## src/osc_ctrl_defs.vh

```
// Constants for the oscillator control register block
// Operation
// RQ1 - Current source read-only, codes 001/010/011
// RQ2 - Slow internal RC reports code 101
// RQ3 - Unimplemented bits read zero, ignore writes
// RQ4 - New source loads from nonvolatile configuration
// RQ5 - Lock, secondary enable, switch request reset zero
// RQ6 - Codes 000, 100, 110, 111 per source
// RQ7 - Freeze configuration when lock and monitor set; code still accepts secondary enable writes while frozen
// RQ8 - Writes to read-only bits change nothing
`ifndef OSC_CTRL_DEFS_VH
`define OSC_CTRL_DEFS_VH
`define ADDR_OSC_CTRL      4'h0
`define ADDR_IRQ_STATUS    4'h4
`define ADDR_IRQ_MASK      4'h8
`define BIT_SW_REQ         0
`define BIT_SEC_EN         1
`define BIT_FAIL           3
`define BIT_PLL_LOCK       5
`define BIT_FREEZE         7
`define FLD_NEW_LSB        8
`define FLD_CUR_LSB        12
`define OSC_CTRL_WMASK     16'h0783
`define SRC_FRC            3'h0
`define SRC_FRC_PLL        3'h1
`define SRC_PRI            3'h2
`define SRC_PRI_PLL        3'h3
`define SRC_SEC            3'h4
`define SRC_SLOW_RC        3'h5
`define SRC_FRC_DIV16      3'h6
`define SRC_FRC_DIVN       3'h7
`define IRQ_BIT_FAIL       0
`define IRQ_BIT_LOCK_CHG   1
`endif

```

## src/oscillator_control_register.v

```verilog
// Oscillator control register with classic Wishbone slave and interrupt
`timescale 1ns/1ps
`default_nettype none
`include "osc_ctrl_defs.vh"
module oscillator_control_register (
	// Clock and reset
	input  wire        clk_i,
	input  wire        rst_i,
	// Wishbone slave
	input  wire        cyc_i,
	input  wire        stb_i,
	input  wire        we_i,
	input  wire [3:0]  adr_i,
	input  wire [3:0]  sel_i,
	input  wire [31:0] dat_i,
	output reg  [31:0] dat_o,
	output reg         ack_o,
	// Clock system status
	input  wire [2:0]  active_source_i,
	input  wire [2:0]  nv_source_sel_i,
	input  wire        pll_locked_i,
	input  wire        clock_fail_i,
	input  wire        switch_monitor_cfg0_i,
	input  wire        switch_done_i,
	// Controls
	output reg  [2:0]  new_source_sel_o,
	output reg         switch_request_o,
	output reg         secondary_osc_enable_o,
	output reg         config_frozen_o,
	output reg         irq_o
);
	reg  [2:0] current_source_sel_ff;
	reg        pll_lock_ff;
	reg        fail_detect_flag_ff;
	reg        switch_freeze_bit_ff;
	reg  [1:0] irq_status_ff;
	reg  [1:0] irq_mask_ff;
	reg        nv_loaded_ff;
	wire       req;
	wire       wr;
	wire       rd;
	wire [15:0] ctrl_rd;
	wire       frozen;
	wire [1:0] events;
	wire       wr_lo;
	wire       wr_hi;

	assign req   = cyc_i & stb_i & ~ack_o;
	assign wr    = req & we_i;
	assign rd    = req & ~we_i;
	assign wr_lo = wr & sel_i[0] & (adr_i == `ADDR_OSC_CTRL);
	assign wr_hi = wr & sel_i[1] & (adr_i == `ADDR_OSC_CTRL);
	// RQ7 freeze when lock bit and monitor config both set
	assign frozen = switch_freeze_bit_ff & switch_monitor_cfg0_i;
	assign events = {pll_lock_ff ^ pll_locked_i, clock_fail_i & ~fail_detect_flag_ff};

	// RQ3 zero unused bits
	assign ctrl_rd = {1'b0, current_source_sel_ff, 1'b0, new_source_sel_o,
		switch_freeze_bit_ff, 1'b0, pll_lock_ff, 1'b0, fail_detect_flag_ff, 1'b0,
		secondary_osc_enable_o, switch_request_o};

	// RQ1 RQ2 RQ6 status mirror of active source code
	always @(posedge clk_i) begin
		if (rst_i) begin
			current_source_sel_ff <= `SRC_FRC;
			pll_lock_ff           <= 1'b0;
		end else begin
			current_source_sel_ff <= active_source_i;
			pll_lock_ff           <= pll_locked_i;
		end
	end

	// Strap captured under reset and again in the first cycle after reset release
	always @(posedge clk_i) begin
		if (rst_i) begin
			nv_loaded_ff     <= 1'b0;
			// RQ4 configuration value, not a constant
			new_source_sel_o <= nv_source_sel_i;
		end else if (!nv_loaded_ff) begin
			nv_loaded_ff <= 1'b1;
			// RQ4 load from configuration
			new_source_sel_o <= nv_source_sel_i;
		end else if (wr_hi && !frozen) begin
			new_source_sel_o <= dat_i[`FLD_NEW_LSB+2:`FLD_NEW_LSB];
		end
	end

	// RQ5 writable bits reset zero
	always @(posedge clk_i) begin
		if (rst_i) begin
			switch_freeze_bit_ff   <= 1'b0;
			secondary_osc_enable_o <= 1'b0;
			switch_request_o       <= 1'b0;
		end else begin
			if (wr_lo) begin
				// Lock is sticky once set with monitor enabled
				if (!frozen)
					switch_freeze_bit_ff <= dat_i[`BIT_FREEZE];
				secondary_osc_enable_o <= dat_i[`BIT_SEC_EN];
			end
			// Completion wins over a software write
			if (switch_done_i)
				switch_request_o <= 1'b0;
			else if (wr_lo && !frozen)
				switch_request_o <= dat_i[`BIT_SW_REQ];
		end
	end

	// RQ8 fail flag set by hardware, software clears only
	always @(posedge clk_i) begin
		if (rst_i)
			fail_detect_flag_ff <= 1'b0;
		else if (clock_fail_i)
			fail_detect_flag_ff <= 1'b1;
		else if (wr_lo && !dat_i[`BIT_FAIL])
			fail_detect_flag_ff <= 1'b0;
	end

	// Interrupt status: set wins over read clear
	always @(posedge clk_i) begin
		if (rst_i) begin
			irq_status_ff <= 2'h0;
			irq_mask_ff   <= 2'h0;
		end else begin
			if (rd && adr_i == `ADDR_IRQ_STATUS)
				irq_status_ff <= events;
			else
				irq_status_ff <= irq_status_ff | events;
			if (wr && sel_i[0] && adr_i == `ADDR_IRQ_MASK)
				irq_mask_ff <= dat_i[1:0];
		end
	end

	always @(posedge clk_i) begin
		if (rst_i) begin
			irq_o           <= 1'b0;
			config_frozen_o <= 1'b0;
		end else begin
			irq_o           <= |(irq_status_ff & irq_mask_ff);
			config_frozen_o <= frozen;
		end
	end

	// Bus answer one cycle after request
	always @(posedge clk_i) begin
		if (rst_i) begin
			ack_o <= 1'b0;
			dat_o <= 32'h0;
		end else begin
			ack_o <= req;
			dat_o <= 32'h0;
			if (rd) begin
				if (adr_i == `ADDR_OSC_CTRL)
					dat_o <= {16'h0, ctrl_rd};
				else if (adr_i == `ADDR_IRQ_STATUS)
					dat_o <= {30'h0, irq_status_ff};
				else if (adr_i == `ADDR_IRQ_MASK)
					dat_o <= {30'h0, irq_mask_ff};
			end
		end
	end
endmodule
`default_nettype wire

```

## config.mk

```make
export PLATFORM = sky130hd
export DESIGN_NAME = oscillator_control_register
export DESIGN_NICKNAME = d
export VERILOG_FILES = /design/src/oscillator_control_register.v
export VERILOG_INCLUDE_DIRS = /design/src /design/src/src
export SDC_FILE = /design/constraint.sdc
export NUM_CORES = 1
export LEC_CHECK = 0
export ABC_AREA = 1
export BUFFER_PORTS_ARGS = -buffer_cell sky130_fd_sc_hd__buf_4
export CORE_ASPECT_RATIO = 2
export CORE_MARGIN = 2
export CORE_UTILIZATION = 39
export DETAILED_ROUTE_END_ITERATION = 16
export PLACE_DENSITY = 0.78
export SYNTH_ARGS = -nofsm -noshare
export SYNTH_HDL_FRONTEND = slang
export SYNTH_SLANG_ARGS = --single-unit
```

## constraint.sdc

```tcl
create_clock -name clk_i -period 1.9 [get_ports clk_i]
set_input_delay 0.57 -clock clk_i [delete_from_list [all_inputs] [get_ports clk_i]]
set_output_delay 0.57 -clock clk_i [all_outputs]
set_load 0.005 [all_outputs]
```

==> flow_summary.ini, run 1 <==
[status]
outcome = completed

[final_layout]
final_cells = 247
layout-drive-gt1-share = 0.3009
fillers = 328
diodes = 0
synthToLayoutAreaGrowth_pct = 31.48
fin_nets = 270

[global_routing]
grt_first_pass_wirelength_um = 3560
grt_max_degree = 14
overflow = 0
first_global_vias = 871
gr-usage-all-layers = 0.1349
antenna_found_initial = 0

[floorplanning]
die_y_um = 85.02
coreArea_mm2 = 0.003157
die_w_um = 44.51
start_util = 0.4055
rows = 29
ioPinCount = 95
die_area_mm2 = 0.003784

[yosys]
synth.top_cells.by_count = 27 x dfxtp_1, 26 x inv_1, 25 x nand2_1, 25 x nor2_1, 21 x buf_4
ys_seq_area_frac = 0.4927
synth.cell_area_mm2 = 0.001280
synth_cells = 161
ys_warn_count = 0
synthArstFlopShare = 0
synth.most_common_cell = dfxtp_1
ys_seq_elements = 30
yosysTopAreaCellShare = 0.4223
avgSynthCellArea_um2 = 7.950
ys_top_cells_by_area = dfxtp_1 42%, buf_4 12%, inv_1 7.6%
synth-edff-count = 3
synth_top_cell_by_area = dfxtp_1
ys_types = 21
synth_ff_type = dfxtp_1

[timing]
setup_viol = 0
finalCritPeriodShare = 0.7318
slew_violations = 0
worst_clock_skew_ns = 0.007972
finalCriticalPeriod_ns = 1.390
setup_tns_ns = 0
max_freq_mhz = 719.2
rsz0062_at_grt = no
hold_viol = 0

[critical_path]
cp_slowest_cell = edfxtp_1
critPathTopFamily = flip-flops
critical_path_class = reg2out
end_kind = primary output
cp_data_required_time_ns = 1.33
critical_path_buf_inv_count = 1
path_cells = buf_4
arrival_ns = 0.82
rrSetupSlack_ns = 0.79
critPathMaxStageDelay_ns = 0.39
path_max_fanout = 2
startpoint_type = register

[placed_design]
gp_congestion = 0.8176
dp_hpwl_um = 1891
port_buffers = 46
dp.cells = 239

[route]
wl_um = 2354
num_vias = 1065
final_antenna_net_count = 0
wire_per_inst_um = 9.530
avgViaCountPerCell = 4.312
detail_route.iter0.violations = 12
dr.pass1.iters = 4
drcViolationCount = 0

[clock_tree]
numCtsBuffers = 5
postCtsHoldBufs = 0
cts_resized = 0
clk-insertion-delay-late_ns = 0.28
clk_pin_slew_ns = 0.07
cts_buffer_depth = 2
cts_tree = yes
postCtsSetupBuffers = 0
cts_sinks = 30
cts-root-buf = clkbuf_8
htreeDepth = 2

[power]
p_per_area_mw_per_mm2 = 755.9
power_leakage_nw = 0.8589
peakVddDrop_mv = 0.6970

[hold_path]
hp-class = reg2reg

[run]
cap_violations = 0
tightest hold or removal path, cell delays in order, from the launching register on:
cell     delay, ns
dfxtp_1       0.30
inv_1         0.04
nor2_1        0.03
power breakdown:
group / internal, mW / total (mW) / switching [mW] / leakage, nW
logic: 0.0637 / 0.125 / 0.0610 / 0.563
registers: 0.659 / 0.668 / 0.00903 / 0.251
clock network: 0.253 / 0.479 / 0.226 / 0.0450
total: 0.976 / 1.27 / 0.296 / 0.859
per-stage QoR:
step | cell area, µm² | utilization | worst slack, ns | hold slack [ns] | total power, mW
floorplan | 1355 | - | 0.2671 | 0.3936 | 0.7652
global placement | 1600 | 0.5069 | 0.2565 | 0.3957 | 0.8044
detailed placement | 1600 | 0.5069 | 0.2526 | 0.4021 | 0.8065
CTS | 1683 | 0.5331 | 0.4974 | 0.4121 | 1.290
global route | 1683 | 0.5331 | 0.4424 | 0.4297 | 1.332
finish | 1683 | 0.5331 | 0.5095 | 0.4081 | 1.272
final timing paths:
kind | depth (start not counted) | endpoint | from
worst min register to register | 2 | dat_o[14] | current_source_sel_ff[2]
worst min-delay path | 2 | dat_o[14] | current_source_sel_ff[2]
worst max-delay path | 1 | new_source_sel_o[2] | new_source_sel_o[2]
worst max register to register | 4 | new_source_sel_o[0] | ack_o
logic make-up after synthesis:
group	after synthesis	share of synthesized area
AND/OR/NAND/NOR	66	0.2375
buffers and inverters	49	0.2053
flip-flops	30	0.4927
AO/OA/AOI/OAI	14	0.05474
XOR/XNOR	1	0.006844
other	1	0.002930
layout by cell type, fill, tap and decap left out, drive strengths merged:
cell,n
a21oi,7
clkbuf,6
clkinv,3
edfxtp,3
o21ai,7
inv,26
xnor2,1
buf,49
nand4,2
dfxtp,27
nor2,28
nand3,6
conb,21
nor3,2
nand2,28
per-layer routing:
| metal | vias up | track usage | share of wire |
|---|---|---|---|
| met2 | 56 | 0.2319 | 0.54 |
| met4 | 0 | 0.1074 | 0.038 |
| met3 | 5 | 0.04043 | 0.091 |
| met1 | 453 | 0.1210 | 0.33 |
| met5 | - | 0 | 0 |
| li1 | 551 | - | - |
layout make-up:
type / instances / area (µm²) / share of cell area
inverters: 27 / 101.3 / 0.06022
multi-input cells: 102 / 461.7 / 0.2744
flip-flops and latches: 30 / 630.6 / 0.3747
well taps: 31 / 38.79 / 0.02305
clock inverters: 2 / 10.01 / 0.005948
clock buffers: 6 / 72.57 / 0.04312
repair buffers: 49 / 367.9 / 0.2186
sequential cells by signal, indices dropped and copies added (netlist names):
signal and flops:
switch_request_o 1, irq_mask_ff 2, irq_status_ff 2, new_source_sel_o 3
ack_o 1, fail_detect_flag_ff 1, current_source_sel_ff 3, pll_lock_ff 1
irq_o 1, dat_o 11, nv_loaded_ff 1, secondary_osc_enable_o 1
config_frozen_o 1, switch_freeze_bit_ff 1
Note: power is estimated with default switching activity, not from simulation.
==> run 2: changes to the inputs <==
--- a/config.mk
+++ b/config.mk
@@ -10,9 +10,9 @@
 export BUFFER_PORTS_ARGS = -buffer_cell sky130_fd_sc_hd__buf_4
 export CORE_ASPECT_RATIO = 2
 export CORE_MARGIN = 2
-export CORE_UTILIZATION = 39
+export CORE_UTILIZATION = 36
 export DETAILED_ROUTE_END_ITERATION = 16
-export PLACE_DENSITY = 0.78
+export PLACE_DENSITY = 0.76
 export SYNTH_ARGS = -nofsm -noshare
 export SYNTH_HDL_FRONTEND = slang
 export SYNTH_SLANG_ARGS = --single-unit
==> constraint.sdc (replaced) <==
create_clock -name clk_i -period 1.2 [get_ports clk_i]
set_input_delay 0.36 -clock clk_i [delete_from_list [all_inputs] [get_ports clk_i]]
set_output_delay 0.36 -clock clk_i [all_outputs]
set_load 0.005 [all_outputs]
==> run 2 against run 1 <==
  * Clock skew shrank 0.0014 ns
  * Clock power grew 89%
  * Final area is 9.3% higher
  * Sequential share of layout area shrank 3.1 points
  * Worst setup slack got worse by 0.49 ns
  * Utilization rose by 0.54 points
  * Sequential power grew 59%
  * Critical endpoint is now new_source_sel_o[0]
==> flow_summary.ini, run 2 (synthesized netlist as in run 1, its figures left out) <==
[floorplanning]
ioPinCount = 95
coreArea_mm2 = 0.003416
rows = 30
start_util = 0.3747
die_w_um = 46.17
die_area_mm2 = 0.004078
die_y_um = 88.33

[global_routing]
overflow = 0
grt_first_pass_wirelength_um = 4243
gr-usage-all-layers = 0.1467
grt_max_degree = 12
antenna_found_initial = 0
first_global_vias = 1094

[critical_path]
critical_path_buf_inv_count = 1
arrival_ns = 0.82
path_cells = buf_6
critPathMaxStageDelay_ns = 0.41
end_kind = primary output
critPathTopFamily = flip-flops
rrSetupSlack_ns = 0.08
path_max_fanout = 2
cp_data_required_time_ns = 0.84
startpoint_type = register
critical_path_class = reg2out
cp_slowest_cell = edfxtp_1

[clock_tree]
cts_buffer_depth = 2
cts_tree = yes
clk_pin_slew_ns = 0.06
htreeDepth = 2
numCtsBuffers = 5
clk-insertion-delay-late_ns = 0.28
cts_sinks = 30
cts-root-buf = clkbuf_8

[route]
drcViolationCount = 0
num_vias = 1125
final_antenna_net_count = 0
wl_um = 2683
avgViaCountPerCell = 4.121
dr.pass1.iters = 4
detail_route.iter0.violations = 12
wire_per_inst_um = 9.828

[final_layout]
final_common_cell = buf_4
diodes = 0
fin_nets = 279
synthToLayoutAreaGrowth_pct = 43.69
mostFrequentLayoutCells = 55 x buf_4, 26 x nand2_1, 26 x dfxtp_1
final_util = 0.5385
layout-drive-gt1-share = 0.3511
reg_top3 = dat_o x11, current_source_sel_ff x3, new_source_sel_o x3
top_register = dat_o
largest_register_ffs = 11

[placed_design]
dpl_worst_slack_ns = -0.1902
gp_congestion = 0.8092
port_buffers = 46
dp_hpwl_um = 2091

[power]
clkPwrFrac = 0.411
power_leakage_nw = 0.9137
switching_share = 0.2295
switchingPower_mw = 0.5038
peakVddDrop_mv = 0.6315
p_per_area_mw_per_mm2 = 1194
p_seq_frac = 0.482
power_frac_comb = 0.107
intPower_mw = 1.691

[timing]
hold_viol = 0
worst_clock_skew_ns = 0.006529
max_freq_mhz = 848.8
rsz0062_at_grt = yes
layout_setup_ws_ns = 0.02185
slew_violations = 0
setup_viol = 0
finalCriticalPeriod_ns = 1.178
finalCritPeriodShare = 0.9818

[run]
cap_violations = 0

[status]
outcome = completed

[hold_path]
hp-class = in2reg
-- run 2: changes by cell type in the layout (fill, tap and decap cells not counted), sizes merged --
cell / delta
nand2: +1
buf: +8
-- run 2: timing repair --
item | in CTS | in global routing
hold buffers | 0 | 0
setup endpoints to repair | 0 | 16
buffers inserted | 0 | 2
gates resized for setup | 0 | 12
-- run 2: cell type report --
cell class,count,area [µm²]
Clock inverter,2,10.01
Fill cell,326,1577
Timing Repair Buffer,57,435.4
Inverter,27,101.3
Tap cell,48,60.06
Multi-Input combinational cell,103,506.7
Sequential cell,30,631.9
Clock buffer,6,93.84
-- run 2: path summary, 6_finish.rpt --
| check | from | endpoint | depth (start not counted) |
|---|---|---|---|
| max | new_source_sel_o[0] | new_source_sel_o[0] | 1 |
| min | active_source_i[1] | current_source_sel_ff[1] | 3 |
| max reg2reg | ack_o | irq_mask_ff[1] | 6 |
| min reg2reg | current_source_sel_ff[1] | dat_o[13] | 2 |
-- run 2: power by group through the flow --
stage | clock network, mW | logic (mW) | registers (mW)
finish | 0.903 | 0.235 | 1.06
global route | 0.967 | 0.263 | 1.06
CTS | 0.920 | 0.215 | 1.06
detailed placement | 0 | 0.215 | 1.08
global placement | 0 | 0.211 | 1.08
floorplan | 0 | 0.136 | 1.08
-- run 2: per-layer routing --
metal | GRT usage | vias up | routed length, µm
li1 | - | 569 | -
met2 | 0.2563 | 57 | 1549
met1 | 0.1361 | 491 | 850
met5 | 0 | - | 0
met3 | 0.04286 | 8 | 184
met4 | 0.1013 | 0 | 99
-- run 2: per-stage QoR --
step                area, µm²  cells  hold WS (ns)  setup TNS [ns]  power (mW)
floorplan                1369    181        0.3936         -0.1293       1.214
global placement         1680    262        0.3950          -1.602       1.289
detailed placement       1680    262        0.4012          -1.912       1.294
CTS                      1784    270        0.2909               0       2.193
global route             1839    273        0.2877         -0.1390       2.291
finish                   1839    273        0.2897               0       2.195
==> run 3: changes to the inputs <==
--- a/config.mk
+++ b/config.mk
@@ -6,13 +6,12 @@
 export SDC_FILE = /design/constraint.sdc
 export NUM_CORES = 1
 export LEC_CHECK = 0
-export ABC_AREA = 1
 export BUFFER_PORTS_ARGS = -buffer_cell sky130_fd_sc_hd__buf_4
 export CORE_ASPECT_RATIO = 2
 export CORE_MARGIN = 2
-export CORE_UTILIZATION = 36
+export CORE_UTILIZATION = 35
 export DETAILED_ROUTE_END_ITERATION = 16
-export PLACE_DENSITY = 0.76
+export PLACE_DENSITY = 0.74
 export SYNTH_ARGS = -nofsm -noshare
 export SYNTH_HDL_FRONTEND = slang
 export SYNTH_SLANG_ARGS = --single-unit
==> run 3 against run 2 <==
  * The flow now finishes with violations (setup timing)
  * Final cell count is 9.5% lower
  * Critical path depth grew 3
  * Via count down 6.5%
  * Worst hold slack improved by 0.016 ns
  * Utilization grew 3.7 points
  * Non-clock buffer count rose by 12
  * Die area grew 0.60%
  * Worst setup slack worse by 0.41 ns
  * Critical path type is now in2reg
  * Largest power group unchanged
==> flow_summary.ini, run 3 <==
[status]
outcome = finished, violations left
violations = setup timing

[floorplanning]
die_w_um = 46.30
coreArea_mm2 = 0.003416
die_area_mm2 = 0.004102
die_y_um = 88.60
ioPinCount = 95
rows = 30
start_util = 0.3667

[power]
clkPwrFrac = 0.373
peakVddDrop_mv = 0.6537
p_per_area_mw_per_mm2 = 1084
switching_share = 0.2207
power_leakage_nw = 0.9035
power_frac_comb = 0.129
switchingPower_mw = 0.4704
intPower_mw = 1.661
p_seq_frac = 0.498

[yosys]
synth.top_cells.by_count = 27 x dfxtp_1, 21 x buf_4, 9 x and2_1, 9 x nand2_1, 9 x nor2_1
synthAdderAreaFrac = 0
ys_types = 29
ys_warn_count = 0
synth.most_common_cell = dfxtp_1
synth_compound_area_frac = 0.05994
synth_top_family_by_area = simple AND/OR/NAND/NOR gates
synth_top_cell_by_area = dfxtp_1
synth.cell_area_mm2 = 0.001252
synth_ff_type = dfxtp_1
yosysTopAreaCellShare = 0.4316
ys_seq_elements = 30
avgSynthCellArea_um2 = 10.02
ys_seq_area_frac = 0.5035
synth-simple-area-share = 0.2258
synth-edff-count = 3
synthArstFlopShare = 0
ys_top_cells_by_area = dfxtp_1 43%, buf_4 13%, edfxtp_1 7.2%
synth_xor_area_frac = 0.006993
synth_cells = 125
synthMuxAreaShare = 0.05894

[critical_path]
critical_path_class = in2reg
arrival_ns = 1.75
cp_data_required_time_ns = 1.37
end_kind = register
startpoint_type = input port
rrSetupSlack_ns = -0.30
path_max_fanout = 5

[final_layout]
fin_nets = 253
final_common_cell = buf_4
diodes = 0
synthToLayoutAreaGrowth_pct = 56.94
mostFrequentLayoutCells = 58 x buf_4, 26 x dfxtp_1, 21 x conb_1
multi_input_area_um2 = 618.1
final_cells = 247
fillers = 312
layout-drive-gt1-share = 0.4673
top_register = dat_o
reg_top3 = dat_o x11, current_source_sel_ff x3, new_source_sel_o x3
seqCellArea_um2 = 631.9
largest_register_ffs = 11

[clock_tree]
cts_sinks = 30
clk-insertion-delay-late_ns = 0.27
htreeDepth = 2
cts_buffer_depth = 2
numCtsBuffers = 5
clk_pin_slew_ns = 0.06
cts-root-buf = clkbuf_8
cts_tree = yes

[timing]
setup_viol = 22
rsz0062_at_grt = yes
hold_viol = 0
finalCriticalPeriod_ns = 1.587
slew_violations = 0
worst_clock_skew_ns = 0.004758
finalCritPeriodShare = 1.323
max_freq_mhz = 630.1
layout_setup_ws_ns = -0.3870

[global_routing]
first_global_vias = 1009
grt_first_pass_wirelength_um = 4526
grt_max_degree = 11
overflow = 0
antenna_found_initial = 0
gr-usage-all-layers = 0.1580

[route]
wire_per_inst_um = 11.74
num_vias = 1052
wl_um = 2899
final_antenna_net_count = 0
avgViaCountPerCell = 4.259
drcViolationCount = 0
detail_route.iter0.violations = 11
dr.pass1.iters = 4

[placed_design]
dp_hpwl_um = 2043
port_buffers = 46
dp.cells = 235
gp_congestion = 0.8898
dpl_worst_slack_ns = -0.6743

[hold_path]
hp-class = in2reg

[run]
cap_violations = 0
## run 3: critical path, cell delays in order
cell    delay (ns)
buf_4         0.11
or4_4         0.55
or4_1         0.52
a32o_1        0.21
## run 3: area by class of cell
type                       instances  area share
inverter                           3    0.005729
multi-input combinational         89      0.3144
tap                               48     0.03055
sequential                        30      0.3215
timing repair buffer              69      0.2813
clock inverter                     1    0.002546
clock buffer                       7     0.04392
## run 3: logic make-up after synthesis
kind of cell              after synthesis
and+or+nand+nor                        50
DFF                                    30
buffers and inverters                  26
AOI/OAI and AO/OA                      10
muxes                                   7
xor gates and xnor gates                1
other                                   1
## run 3: power by group through the flow
stage                     Combinational (mW)  Clock (mW)  Sequential [mW]
after global routing                   0.302       0.881             1.06
final                                  0.275       0.795             1.06
after floorplan                        0.130           0             1.08
after detailed placement               0.223           0             1.08
after CTS                              0.255       0.827             1.06
after global placement                 0.222           0             1.08
## run 3: path summary, 6_finish.rpt
check,start,endpoint,cells past startpoint
min,active_source_i[0],current_source_sel_ff[0],2
min reg2reg,current_source_sel_ff[2],dat_o[14],1
max reg2reg,ack_o,switch_freeze_bit_ff,4
max,adr_i[0],switch_freeze_bit_ff,4
## run 3: repair_timing
| item | 4_1_cts | 5_1_grt |
|---|---|---|
| gates resized for setup | 19 | 12 |
| buffers inserted | 3 | 2 |
| hold buffers | 0 | 0 |
| pin swaps | 7 | 8 |
| setup endpoints to repair | 21 | 29 |
| cloned | 1 | 0 |
## run 3: per-stage QoR
step / cell area [µm²] / power [mW] / setup TNS, ns / hold WS, ns / util
finish: 1966 / 2.132 / -5.292 / 0.3061 / 0.5755
floorplan: 1338 / 1.206 / -7.930 / 0.4057 / -
detailed placement: 1713 / 1.301 / -11.78 / 0.4171 / 0.5015
CTS: 1917 / 2.141 / -4.921 / 0.2934 / 0.5612
global placement: 1713 / 1.300 / -11.76 / 0.4080 / 0.5015
global route: 1966 / 2.247 / -6.597 / 0.2975 / 0.5755
## run 3: per-layer routing
metal / share of wire / global-route usage / vias up
met5: 0 / 0 / -
met4: 0.030 / 0.1039 / 0
met3: 0.075 / 0.03673 / 7
met2: 0.55 / 0.2727 / 58
met1: 0.34 / 0.1586 / 463
li1: - / - / 524
